===== src/core/msh_pkg.sv =====
// msh_pkg: constants and types for the mode/supply and hardware-behaviour control bank
// assumes an spi frame of 16 bits: access bit, 7-bit address, then data byte
package msh_pkg;

   // ------------------------------------------------------------
   // register addresses
   // ------------------------------------------------------------
   localparam logic [6:0] MSH_ADDR_MODE_SUPPLY = 7'h01;
   localparam logic [6:0] MSH_ADDR_HW_BEHAV    = 7'h02;

   // ------------------------------------------------------------
   // field positions
   // ------------------------------------------------------------
   localparam int MSH_MODE_HI      = 7;
   localparam int MSH_MODE_LO      = 6;
   localparam int MSH_SUP_HI       = 4;
   localparam int MSH_SUP_LO       = 3;
   localparam int MSH_OV_ACT_BIT   = 2;
   localparam int MSH_RT_HI        = 1;
   localparam int MSH_RT_LO        = 0;
   localparam int MSH_SRO_SEL_BIT  = 6;
   localparam int MSH_FO_FORCE_BIT = 5;
   localparam int MSH_WD_CFG_BIT   = 0;
   localparam int MSH_WR_BIT       = 7;

   // ------------------------------------------------------------
   // writable masks, reset and restart values
   // ------------------------------------------------------------
   localparam logic [7:0] MSH_MODE_SUPPLY_MASK  = 8'hdf;
   localparam logic [7:0] MSH_HW_BEHAV_MASK     = 8'h61;
   localparam logic [7:0] MSH_MODE_SUPPLY_RESET = 8'h00;
   localparam logic [7:0] MSH_HW_BEHAV_RESET    = 8'h00;
   localparam logic [7:0] MSH_MODE_SUPPLY_KEEP  = 8'h03;
   localparam logic [7:0] MSH_HW_BEHAV_KEEP     = 8'h41;

   // ------------------------------------------------------------
   // encodings
   // ------------------------------------------------------------
   typedef enum logic [1:0]
   {
      MSH_MODE_NORMAL = 2'h0,
      MSH_MODE_SLEEP  = 2'h1,
      MSH_MODE_STOP   = 2'h2,
      MSH_MODE_SOFT   = 2'h3
   } msh_mode_type;

   typedef enum logic [1:0]
   {
      MSH_SUP_OFF       = 2'h0,
      MSH_SUP_NORMAL    = 2'h1,
      MSH_SUP_NORM_STOP = 2'h2,
      MSH_SUP_ALWAYS    = 2'h3
   } msh_sup_type;

   localparam int MSH_FRAME_BITS = 16;

endpackage


===== src/core/msh_frame_if.sv =====
// msh_frame_if: decoded spi frame passed from the shifter to the register bank
// assumes one clock domain, frame strobe lasts one cycle
`timescale 1ns/10ps
`default_nettype none
interface msh_frame_if;
   logic       frame_done;
   logic       wr_req;
   logic [6:0] addr;
   logic [7:0] wdata;
   logic [7:0] rdata;
   logic       rd_load;

   modport shifter
   (
      output frame_done,
      output wr_req,
      output addr,
      output wdata,
      input  rdata,
      output rd_load
   );
   modport bank
   (
      input  frame_done,
      input  wr_req,
      input  addr,
      input  wdata,
      output rdata,
      input  rd_load
   );
endinterface
`default_nettype wire


===== src/core/msh_ctrl_regs.sv =====
// msh_ctrl_regs: mode/supply and hardware-behaviour control registers behind spi
// assumes mode machine, regulators and watchdog sit outside and report events here
`timescale 1ns/10ps
`default_nettype none
// Operation
// RULE_01: mode bits 7:6 normal sleep stop softreset
// RULE_02: soft reset drives reset low unless selected
// RULE_03: reserved bits always read zero
// RULE_04: supply bits 4:3 off normal normstop always
// RULE_05: overvoltage sets flag, optionally requests restart
// RULE_06: threshold bits 1:0 pick four levels
// RULE_07: no direct stop to sleep by spi
// RULE_08: restart entry sets mode to normal
// RULE_09: restart or overtemperature turns supply off
// RULE_10: write reply returns previous contents
// RULE_11: force bit activates failure outputs
// RULE_12: watchdog fail count one or two
// RULE_13: byte access, bit 7 selects write
// RULE_14: software writes zero to reserved bits
// RULE_15: force clear keeps failure; restart clears force
// RULE_16: restart keeps unchanged bits
// RULE_17: restart clears bits 7:2, keeps threshold
module msh_ctrl_regs
   import msh_pkg::*;
(
   // clock and reset
   input  wire logic       ref_clk,
   input  wire logic       rst_b,
   // spi pins
   input  wire logic       spi_csn_b,
   input  wire logic       spi_clk,
   input  wire logic       spi_mosi,
   output logic            spi_miso,
   // system events
   input  wire logic       restart_entry,
   input  wire logic       overtemp_event,
   input  wire logic       main_ov_detect,
   input  wire logic       main_ov_flag_clear,
   input  wire logic       failure_flag,
   input  wire logic       fail_safe_mode,
   input  wire logic       wd_trigger_fail,
   input  wire logic       wd_fail_clear,
   // mode, supply, overvoltage, failure and watchdog outputs
   output msh_mode_type    op_mode,
   output logic            soft_reset_req,
   output logic            reset_output_b,
   output logic            secondary_supply_on,
   output logic [1:0]      reset_threshold_select,
   output logic            main_overvoltage_flag,
   output logic            ov_mode_change_req,
   output logic            failure_outputs,
   output logic            wd_fail_mode_req
);
   msh_frame_if frm ();

   logic [7:0]   mode_supply_q;
   logic [7:0]   hw_behav_q;
   logic [7:0]   ms_wr;
   logic         wr_ms;
   logic         wr_hw;
   logic         soft_q;
   logic         ov_flag_q;
   logic         ov_req_q;
   logic         wd_req_q;
   logic [1:0]   wd_cnt_q;
   msh_mode_type cur_mode;
   msh_mode_type new_mode;

   msh_spi_shift u_shift
   (
      .ref_clk   (ref_clk),
      .rst_b     (rst_b),
      .spi_csn_b (spi_csn_b),
      .spi_clk   (spi_clk),
      .spi_mosi  (spi_mosi),
      .spi_miso  (spi_miso),
      .frm       (frm)
   );

   // ------------------------------------------------------------
   // access decode
   // ------------------------------------------------------------
   assign wr_ms = frm.frame_done & frm.wr_req & (frm.addr == MSH_ADDR_MODE_SUPPLY); // see RULE_13
   assign wr_hw = frm.frame_done & frm.wr_req & (frm.addr == MSH_ADDR_HW_BEHAV);    // see RULE_13

   // reply is the stored value, captured before any write lands
   always_comb
   begin
      unique case (frm.addr)                                           // see RULE_10
         MSH_ADDR_MODE_SUPPLY: frm.rdata = mode_supply_q & MSH_MODE_SUPPLY_MASK; // see RULE_03
         MSH_ADDR_HW_BEHAV:    frm.rdata = hw_behav_q & MSH_HW_BEHAV_MASK;      // see RULE_03
         default:              frm.rdata = 8'h00;
      endcase
   end

   // ------------------------------------------------------------
   // mode and supply register
   // ------------------------------------------------------------
   assign cur_mode = msh_mode_type'(mode_supply_q[MSH_MODE_HI:MSH_MODE_LO]);
   assign new_mode = msh_mode_type'(frm.wdata[MSH_MODE_HI:MSH_MODE_LO]);

   always_comb
   begin
      ms_wr = frm.wdata & MSH_MODE_SUPPLY_MASK;                        // see RULE_14
      if (cur_mode == MSH_MODE_STOP && new_mode == MSH_MODE_SLEEP)
         ms_wr[MSH_MODE_HI:MSH_MODE_LO] = MSH_MODE_STOP;                // see RULE_07
   end

   always_ff @(posedge ref_clk)
   begin
      if (!rst_b)
         mode_supply_q <= MSH_MODE_SUPPLY_RESET;
      else if (restart_entry)
      begin
         // mode to normal, supply off, keep threshold
         mode_supply_q <= mode_supply_q & MSH_MODE_SUPPLY_KEEP;        // see RULE_08, RULE_16, RULE_17
      end
      else
      begin
         if (wr_ms)
            mode_supply_q <= ms_wr;                                    // see RULE_01
         if (overtemp_event)
            mode_supply_q[MSH_SUP_HI:MSH_SUP_LO] <= MSH_SUP_OFF;        // see RULE_09
      end
   end

   // soft reset request pulses for one clock cycle; stored mode stays soft, op_mode reports it as normal
   always_ff @(posedge ref_clk)
   begin
      if (!rst_b)
         soft_q <= 1'b0;
      else
         soft_q <= wr_ms & (new_mode == MSH_MODE_SOFT);                // see RULE_01
   end

   // ------------------------------------------------------------
   // hardware behaviour register
   // ------------------------------------------------------------
   always_ff @(posedge ref_clk)
   begin
      if (!rst_b)
         hw_behav_q <= MSH_HW_BEHAV_RESET;
      else if (restart_entry)
         hw_behav_q <= hw_behav_q & MSH_HW_BEHAV_KEEP;                 // see RULE_15, RULE_16
      else if (wr_hw)
         hw_behav_q <= frm.wdata & MSH_HW_BEHAV_MASK;                  // see RULE_14
   end

   // ------------------------------------------------------------
   // overvoltage flag and action
   // ------------------------------------------------------------
   always_ff @(posedge ref_clk)
   begin
      if (!rst_b)
         ov_flag_q <= 1'b0;
      else if (main_ov_detect)
         ov_flag_q <= 1'b1;                                            // see RULE_05
      else if (main_ov_flag_clear)
         ov_flag_q <= 1'b0;
   end

   always_ff @(posedge ref_clk)
   begin
      if (!rst_b)
         ov_req_q <= 1'b0;
      else
         ov_req_q <= main_ov_detect & mode_supply_q[MSH_OV_ACT_BIT];   // see RULE_05
   end

   // ------------------------------------------------------------
   // watchdog failure count
   // ------------------------------------------------------------
   always_ff @(posedge ref_clk)
   begin
      if (!rst_b || wd_fail_clear)
         wd_cnt_q <= 2'h0;
      else if (wd_trigger_fail && wd_cnt_q != 2'h2)
         wd_cnt_q <= wd_cnt_q + 2'h1;
   end

   always_ff @(posedge ref_clk)
   begin
      if (!rst_b)
         wd_req_q <= 1'b0;
      else if (hw_behav_q[MSH_WD_CFG_BIT])
         wd_req_q <= wd_trigger_fail;                                  // see RULE_12
      else
         wd_req_q <= wd_trigger_fail & (wd_cnt_q != 2'h0);             // see RULE_12
   end

   // ------------------------------------------------------------
   // outputs
   // ------------------------------------------------------------
   always_comb
   begin
      unique case (msh_sup_type'(mode_supply_q[MSH_SUP_HI:MSH_SUP_LO])) // see RULE_04
         MSH_SUP_OFF:       secondary_supply_on = 1'b0;
         MSH_SUP_NORMAL:    secondary_supply_on = (cur_mode == MSH_MODE_NORMAL);
         MSH_SUP_NORM_STOP: secondary_supply_on = (cur_mode == MSH_MODE_NORMAL) ||
                                                  (cur_mode == MSH_MODE_STOP);
         MSH_SUP_ALWAYS:    secondary_supply_on = ~fail_safe_mode;
      endcase
   end

   assign op_mode                = (cur_mode == MSH_MODE_SOFT) ? MSH_MODE_NORMAL : cur_mode;
   assign soft_reset_req         = soft_q;
   assign reset_output_b         = ~(soft_q & ~hw_behav_q[MSH_SRO_SEL_BIT]); // see RULE_02
   assign reset_threshold_select = mode_supply_q[MSH_RT_HI:MSH_RT_LO];       // see RULE_06
   assign main_overvoltage_flag  = ov_flag_q;
   assign ov_mode_change_req     = ov_req_q;
   assign failure_outputs        = hw_behav_q[MSH_FO_FORCE_BIT] | failure_flag; // see RULE_11, RULE_15
   assign wd_fail_mode_req       = wd_req_q;
endmodule
`default_nettype wire


===== src/core/msh_spi_shift.sv =====
// msh_spi_shift: spi slave shifter, msb first, mode 0 style sampling
// assumes spi pins are synchronous to ref_clk and sampled here
`timescale 1ns/10ps
`default_nettype none
module msh_spi_shift
   import msh_pkg::*;
(
   // clock and reset
   input  wire logic ref_clk,
   input  wire logic rst_b,
   // spi pins
   input  wire logic spi_csn_b,
   input  wire logic spi_clk,
   input  wire logic spi_mosi,
   output logic      spi_miso,
   // frame to bank
   msh_frame_if.shifter frm
);
   logic [15:0] rx_q;
   logic [4:0]  cnt_q;
   logic [7:0]  tx_q;
   logic        clk_q;
   logic        rise;
   logic        fall;

   assign rise = spi_clk & ~clk_q & ~spi_csn_b;
   assign fall = ~spi_clk & clk_q & ~spi_csn_b;

   always_ff @(posedge ref_clk)
   begin
      if (!rst_b)
         clk_q <= 1'b0;
      else
         clk_q <= spi_clk;
   end

   // ------------------------------------------------------------
   // receive shift and bit count
   // ------------------------------------------------------------
   always_ff @(posedge ref_clk)
   begin
      if (!rst_b || spi_csn_b)
      begin
         rx_q  <= 16'h0000;
         cnt_q <= 5'h00;
      end
      else if (rise)
      begin
         rx_q  <= {rx_q[14:0], spi_mosi};
         cnt_q <= cnt_q + 5'h01;
      end
   end

   // full 16 bits then chip select release ends the frame
   assign frm.frame_done = spi_csn_b & (cnt_q == 5'(MSH_FRAME_BITS)) & rst_b;
   assign frm.wr_req     = rx_q[8 + MSH_WR_BIT];
   // address still sits low in the shifter while the reply is fetched
   assign frm.addr       = (cnt_q == 5'h08) ? rx_q[6:0] : rx_q[14:8];
   assign frm.wdata      = rx_q[7:0];
   // data byte reply is loaded once the address byte is in
   assign frm.rd_load    = fall & (cnt_q == 5'h08);

   // ------------------------------------------------------------
   // transmit: old contents shifted out in the data byte
   // ------------------------------------------------------------
   always_ff @(posedge ref_clk)
   begin
      if (!rst_b || spi_csn_b)
         tx_q <= 8'h00;
      else if (frm.rd_load)
         tx_q <= frm.rdata;
      else if (fall && cnt_q > 5'h08)
         tx_q <= {tx_q[6:0], 1'b0};
   end

   always_ff @(posedge ref_clk)
   begin
      if (!rst_b)
         spi_miso <= 1'b0;
      else
         spi_miso <= tx_q[7];
   end
endmodule
`default_nettype wire


===== config.mk =====
export PLATFORM = sky130hd
export DESIGN_NAME = msh_ctrl_regs
export DESIGN_NICKNAME = d
export VERILOG_FILES = /design/src/core/msh_pkg.sv /design/src/core/msh_frame_if.sv /design/src/core/msh_ctrl_regs.sv /design/src/core/msh_spi_shift.sv
export SDC_FILE = /design/constraint.sdc
export NUM_CORES = 1
export LEC_CHECK = 0
export BUFFER_PORTS_ARGS = -buffer_cell sky130_fd_sc_hd__buf_4
export CAP_MARGIN = 20
export CORE_MARGIN = 1.5
export CORE_UTILIZATION = 51
export DETAILED_ROUTE_END_ITERATION = 10
export PLACE_DENSITY = 0.79
export RECOVER_POWER = 100
export SYNTH_ARGS = -nofsm -noshare
export SYNTH_HDL_FRONTEND = slang
export SYNTH_SLANG_ARGS = --single-unit

===== constraint.sdc =====
create_clock -name ref_clk -period 1.5 [get_ports ref_clk]
set_input_delay 0.3 -clock ref_clk [delete_from_list [all_inputs] [get_ports ref_clk]]
set_output_delay 0.3 -clock ref_clk [all_outputs]
set_load 0.02 [all_outputs]

==> results.json, run 1 <==
{
  "wirelength_um": 5409,
  "hold_viol_final": 0,
  "drtPass1Iterations": 4,
  "syn_to_final_growth_pct": 30.87,
  "start_util_pct": 52.87,
  "period_minus_slack_ns": 1.657,
  "instances_no_fill": 352,
  "die_area_mm2": 0.004510,
  "ys_warn_count": 0,
  "grt_max_degree": 22,
  "worstPathRequired_ns": 1.74,
  "drive_gt1_share_pct": 28.81,
  "critPathCaptureType": "flip-flop",
  "violations": "negative setup slack",
  "p_leak_nw": 0.9886,
  "wl_per_cell_um": 15.37,
  "dr.first_iter.drc_count": 140,
  "grt_pass1_wl_um": 7935,
  "cp.depth": 6,
  "die_y_um": 67.16,
  "powerDensity_mw_per_mm2": 787.6,
  "setup_ws_ns": -0.1574,
  "placed_cells": 340,
  "gp_congestion": 0.8196,
  "clock-sinks": 47,
  "hold_path_class": "input pin to flip-flop",
  "htreeDepth": 2,
  "crit_chain": "inv_2 -> ha_4 -> and4bb_4 -> nand3_4 -> or4_4 -> a21oi_2",
  "grt_overflow": 0,
  "cp_num_buf_inv": 1,
  "ir_drop_mv": 0.5508,
  "worstSetupPathType": "flip-flop to flip-flop",
  "cp-start-kind": "flip-flop",
  "status": "finished with violations",
  "hold_depth": 2,
  "io-pin-count": 25,
  "syn_nets": 263,
  "final_nets": 319,
  "antenna_cells": 0,
  "drv_slew": 0,
  "synthCells": 246,
  "maxSlewHeadroom_pct": 56.12,
  "rsz0062_at_grt": "true",
  "post-place-ws_ns": -0.1136,
  "core-area_mm2": 0.003971,
  "drc": 0,
  "synth_seq_cells": 47,
  "path_clk_slew_ns": 0.08,
  "first_global_vias": 1770,
  "numCtsBuffers": 5,
  "synth_ff_type": "dfxtp_1",
  "report.power.total_mw": 2.164,
  "busiest_layer": "met2",
  "drtAntennaViolNets": 0,
  "grt_use_met2_pct": 38.49,
  "tightestPinTransition_ns": 0.6582,
  "gr-usage-met1_pct": 28.99,
  "worstPathMaxFanout": 4,
  "yosysSeqAreaShare_pct": 44.82,
  "synth_edf_count": 0,
  "root_buffer": "clkbuf_8",
  "cp_slowest_cell": "or4_4",
  "synthArstFlopShare_pct": 0,
  "clock.fmax_mhz": 603.4,
  "setup-violations-final": 18,
  "num_vias": 1958,
  "drt-vias-per-instance": 5.563,
  "clock_path_buffers": 2,
  "cp_data_arrival_time_ns": 1.90,
  "finalHoldWorstSlack_ns": 0.2160,
  "row_count": 23,
  "grtUsageMet3_pct": 5.833,
  "clk_latency_ns": 0.30,
  "die_width_um": 67.16,
  "drv_cap": 0,
  "fin_skew_ns": 0.004954,
  "slowest_delay_ns": 0.51,
  "min_period_over_period_pct": 110.5,
  "r2r_cells": 6,
  "synth_cell_types": 45,
  "antenna_found_initial": 0,
  "critical-path-top-delay-family": "simple AND/OR/NAND/NOR gates",
  "syn_area_per_cell_um2": 8.535,
  "hpwl_um": 3487,
  "synth_area_mm2": 0.002100,
  "port_buffers": 24,
  "grtUsageTotal_pct": 23.56,
  "cts_tree": "yes"
}
## area by class of cell
cell class	count	area, um^2
Clock buffer	6	82.58
Inverter	10	37.54
Fill cell	300	1224
Sequential cell	47	945.9
Clock inverter	1	5.005
Tap cell	50	62.56
Timing Repair Buffer	59	402.9
Multi-Input combinational cell	179	1211
## what timing repair did
item,in CTS,in global routing
hold buffers,0,0
cloned,0,0
resized for setup,9,17
pin swaps,2,3
setup buffers,2,3
endpoints found under the setup margin,17,20
## cells in the mapped netlist (2+ instances only)
library cell	count	area [um^2]
o21ai_0	7	35.03
inv_1	10	37.54
nor3_1	2	10.01
nor4b_1	3	26.28
buf_2	3	15.01
a221oi_1	5	43.79
a21oi_1	24	120.1
nand3_1	5	25.02
buf_4	2	15.01
nand2_1	58	217.7
nor4b_2	2	30.03
clkbuf_1	5	18.77
mux2i_1	10	100.1
nor2b_1	5	31.28
nand4_1	3	18.77
nor3b_1	2	15.01
and4_1	2	17.52
nand2b_1	3	18.77
nor2_1	16	60.06
ha_1	4	50.05
a211oi_2	2	25.02
xor2_1	3	26.28
dfxtp_1	47	940.9
and2_1	2	12.51
## placed cells by master, fill, tap and decap left out, types with 6 or more instances in the layout
cell type / Yosys / routed
a21oi_1: 24 / 22
buf_4: 2 / 46
clkbuf_1: 5 / 11
clkbuf_8: 0 / 6
dfxtp_1: 47 / 43
inv_1: 10 / 7
mux2i_1: 10 / 10
nand2_1: 58 / 58
nor2_1: 16 / 16
o21ai_0: 7 / 7
## layer usage
layer | up-vias | part of all wire, %
met4 | 0 | 2.6
met1 | 934 | 42
met2 | 52 | 51
met5 | - | 0
li1 | 954 | -
met3 | 18 | 4.5
## state kept, by name, indices dropped and copies added (netlist names)
| register | cells |
|---|---|
| u_shift.rx_q | 16 |
| u_shift.tx_q | 8 |
| u_shift.clk_q | 1 |
| wd_fail_mode_req | 1 |
| hw_behav_q | 3 |
| main_overvoltage_flag | 1 |
| u_shift.cnt_q | 5 |
| wd_cnt_q | 2 |
| soft_reset_req | 1 |
| ov_mode_change_req | 1 |
| mode_supply_q | 7 |
| u_shift.spi_miso | 1 |
## worst paths after layout
path	startpoint	slack (ns)	end
setup / recovery	u_shift.cnt_q[0]$_SDFFE_PP0P_	-0.16	u_shift.tx_q[5]$_SDFFE_PP0P_
hold / removal	main_ov_detect	0.22	main_overvoltage_flag$_SDFFE_PN0P_
setup reg to reg	u_shift.cnt_q[0]$_SDFFE_PP0P_	-0.16	u_shift.tx_q[5]$_SDFFE_PP0P_
hold reg to reg	u_shift.tx_q[7]$_SDFFE_PP0P_	0.46	u_shift.spi_miso$_SDFF_PN0_
## through the flow
step	util (%)	area, um^2	TNS, ns
2_1_floorplan	-	2121	-0.0005778
3_3_place_gp	64.02	2542	-0.4360
3_5_place_dp	64.02	2542	-1.028
4_1_cts	67.90	2696	-1.047
5_1_grt	69.19	2748	-2.468
6_report	69.19	2748	-1.071
## where the power goes
| group | internal, mW | switching (mW) |
|---|---|---|
| Clock | 0.362 | 0.409 |
| Combinational | 0.0581 | 0.0758 |
| Sequential | 1.25 | 0.00551 |
| Total | 1.67 | 0.490 |
## cell families (layout without fill, tap and decap cells)
kind of cell	count (synthesis)	count (layout)	share of synthesized area (%)
xor+xnor	4	4	1.669
flops	47	47	44.82
fa+ha+maj	4	4	2.384
mux	10	10	4.768
compound gates	48	48	14.72
simple gates	113	113	27.53
buf+inv	20	76	4.112
No activity file was read; power rests on OpenSTA's default activity.
==> run 2, diff against run 1 <==
--- a/config.mk
+++ b/config.mk
@@ -8,9 +8,9 @@
 export BUFFER_PORTS_ARGS = -buffer_cell sky130_fd_sc_hd__buf_4
 export CAP_MARGIN = 20
 export CORE_MARGIN = 1.5
-export CORE_UTILIZATION = 51
+export CORE_UTILIZATION = 57
 export DETAILED_ROUTE_END_ITERATION = 10
-export PLACE_DENSITY = 0.79
+export PLACE_DENSITY = 0.83
 export RECOVER_POWER = 100
 export SYNTH_ARGS = -nofsm -noshare
 export SYNTH_HDL_FRONTEND = slang
==> constraint.sdc (replaced) <==
create_clock -name ref_clk -period 1.7 [get_ports ref_clk]
set_input_delay 0.34 -clock ref_clk [delete_from_list [all_inputs] [get_ports ref_clk]]
set_output_delay 0.34 -clock ref_clk [all_outputs]
set_load 0.02 [all_outputs]
==> run 2 against run 1 <==
Maximum frequency fell by 1.1%. Cell count fell by 5.7%. Setup slack improved by 0.18 ns. The run now ends clean. Flip-flop and latch count did not move. Register-to-register slack improved by 0.18 ns.
==> results.json, run 2 (synthesis gave the netlist of run 1 again) <==
{
  "status": "complete, no violations",
  "netSwitchingPower_mw": 0.4596,
  "io-pin-count": 25,
  "clock-sinks": 47,
  "grt_max_degree": 22,
  "placed_area_mm2": 0.002414,
  "grtUsageTotal_pct": 24.99,
  "finalHoldWorstSlack_ns": 0.2446,
  "clock_path_buffers": 2,
  "path_clk_slew_ns": 0.09,
  "tightestPinTransition_ns": 0.7384,
  "postCtsHoldBufs": 0,
  "drc": 0,
  "start_util_pct": 61.00,
  "clock.fmax_mhz": 597.0,
  "ir_drop_mv": 0.7522,
  "p_int_mw": 1.735,
  "largest_register_ffs": 16,
  "setup-violations-final": 0,
  "critical-path-top-delay-family": "simple AND/OR/NAND/NOR gates",
  "hold_end": "main_overvoltage_flag$_SDFFE_PN0P_",
  "first_global_vias": 1766,
  "hold_path_class": "input pin to flip-flop",
  "port_buffers": 24,
  "antenna_cells": 0,
  "grt_pass1_wl_um": 7921,
  "min_period_over_period_pct": 98.53,
  "hold_depth": 2,
  "wl_per_cell_um": 15.79,
  "gp_congestion": 0.8182,
  "drive_gt1_share_pct": 21.68,
  "final_common_cell": "nand2_1",
  "grt_overflow": 0,
  "htreeDepth": 2,
  "drt-vias-per-instance": 5.705,
  "cts_tree": "yes",
  "drv_slew": 0,
  "r2r_cells": 4,
  "antenna_found_initial": 0,
  "design_area_mm2": 0.002619,
  "clk_latency_ns": 0.30,
  "cp_slowest_cell": "or4_4",
  "num_vias": 1894,
  "die_width_um": 63.69,
  "r2r_start": "u_shift.rx_q[4]$_SDFFE_PP0P_",
  "layout_common_cells": "58 x nand2_1, 45 x dfxtp_1, 27 x buf_4, 23 x a21oi_1, 16 x nor2_1",
  "wirelength_um": 5241,
  "row_count": 21,
  "drtPass1Iterations": 5,
  "die_area_mm2": 0.004056,
  "cp_data_arrival_time_ns": 1.92,
  "dr.first_iter.drc_count": 176,
  "drv_cap": 0,
  "syn_to_final_growth_pct": 24.73,
  "p_comb_share_pct": 4.9,
  "numCtsBuffers": 5,
  "rr_endpoint": "u_shift.tx_q[5]$_SDFFE_PP0P_",
  "cp-start-kind": "flip-flop",
  "fin_skew_ns": 0.006670,
  "fillers": 254,
  "top_register": "u_shift.rx_q",
  "rrSetupSlack_ns": 0.03,
  "p_clk_share_pct": 44.5,
  "period_minus_slack_ns": 1.675,
  "reg.largest.list": "u_shift.rx_q (16), u_shift.tx_q (8), mode_supply_q (7)",
  "worstSetupPathType": "flip-flop to flip-flop",
  "root_buffer": "clkbuf_8",
  "crit_chain": "nor3_2 -> nand3_4 -> or4_4 -> a21oi_2",
  "worstHoldStart": "main_ov_detect",
  "final_nets": 302,
  "die_y_um": 63.69,
  "worstPathMaxFanout": 4,
  "hpwl_um": 3312,
  "hold_viol_final": 0,
  "p_leak_nw": 0.9008,
  "core-area_mm2": 0.003442,
  "maxSlewHeadroom_pct": 50.77,
  "powerDensity_mw_per_mm2": 838.0,
  "worstPathRequired_ns": 1.95,
  "sw_frac_of_total_pct": 20.94,
  "drtAntennaViolNets": 0,
  "cp_num_buf_inv": 0,
  "slowest_delay_ns": 0.51,
  "pwr-share-seq_pct": 50.6,
  "report.power.total_mw": 2.195,
  "critPathCaptureType": "flip-flop"
}
## run 2: changes by cell type in the layout (fill, tap and decap cells not counted), moves of 2 or more
cell,change
a221oi_1,-2
a221oi_2,+2
buf_4,-19
bufinv_16,+2
clkbuf_1,+2
dfxtp_1,+2
dfxtp_2,-2
## run 2: per-stage QoR
step / utilization, % / setup TNS [ns] / instances / setup slack, ns
global route: 76.08 / -0.1761 / 332 / -0.05240
global placement: 70.12 / 0 / 322 / 0.08301
floorplan: - / 0 / 246 / 0.1265
detailed placement: 70.12 / 0 / 322 / 0.0007174
CTS: 74.81 / 0 / 330 / 0.005089
finish: 76.08 / 0 / 332 / 0.02505
## run 2: worst max-delay path by stage
stage	startpoint	depth (start not counted)	to
final	u_shift.rx_q[4]$_SDFFE_PP0P_	4	u_shift.tx_q[5]$_SDFFE_PP0P_
after global routing	u_shift.rx_q[4]$_SDFFE_PP0P_	4	hw_behav_q[0]$_SDFFE_PN0P_
after CTS	u_shift.cnt_q[0]$_SDFFE_PP0P_	6	mode_supply_q[0]$_SDFFE_PN0P_
after detailed placement	u_shift.rx_q[0]$_SDFFE_PP0P_	5	mode_supply_q[1]$_SDFFE_PN0P_
after global placement	spi_csn_b	5	u_shift.tx_q[1]$_SDFFE_PP0P_
after floorplan	u_shift.cnt_q[0]$_SDFFE_PP0P_	7	mode_supply_q[0]$_SDFFE_PN0P_
## run 2: what timing repair did
action                                  CTS  global route
pin swaps                                 2             3
endpoints found under the setup margin    9            17
resized for setup                         4            15
setup buffers                             0             2
## run 2: per-layer routing
metal	global-route usage (%)	up-vias	part of all wire [%]
met1	30.60	883	43
met5	0	-	0
li1	-	925	-
met2	41.84	67	50
met3	4.643	19	4.3
met4	12.50	0	2.5
## run 2: area by class of cell
type,count,area [um^2],area share (%)
clock inverter,3,67.56,2.580
clock buffer,5,68.82,2.628
multi-input combinational,179,1182,45.15
tap,46,57.56,2.198
timing repair buffer,42,261.5,9.986
sequential,47,943.4,36.02
inverter,10,37.54,1.433
## run 2: power by group through the flow
stage	clock network [mW]	logic, mW	registers, mW
after detailed placement	0	0.106	1.14
after global routing	1.03	0.116	1.11
after floorplan	0	0.0521	1.14
after CTS	0.983	0.108	1.11
after global placement	0	0.104	1.14
final	0.976	0.107	1.11
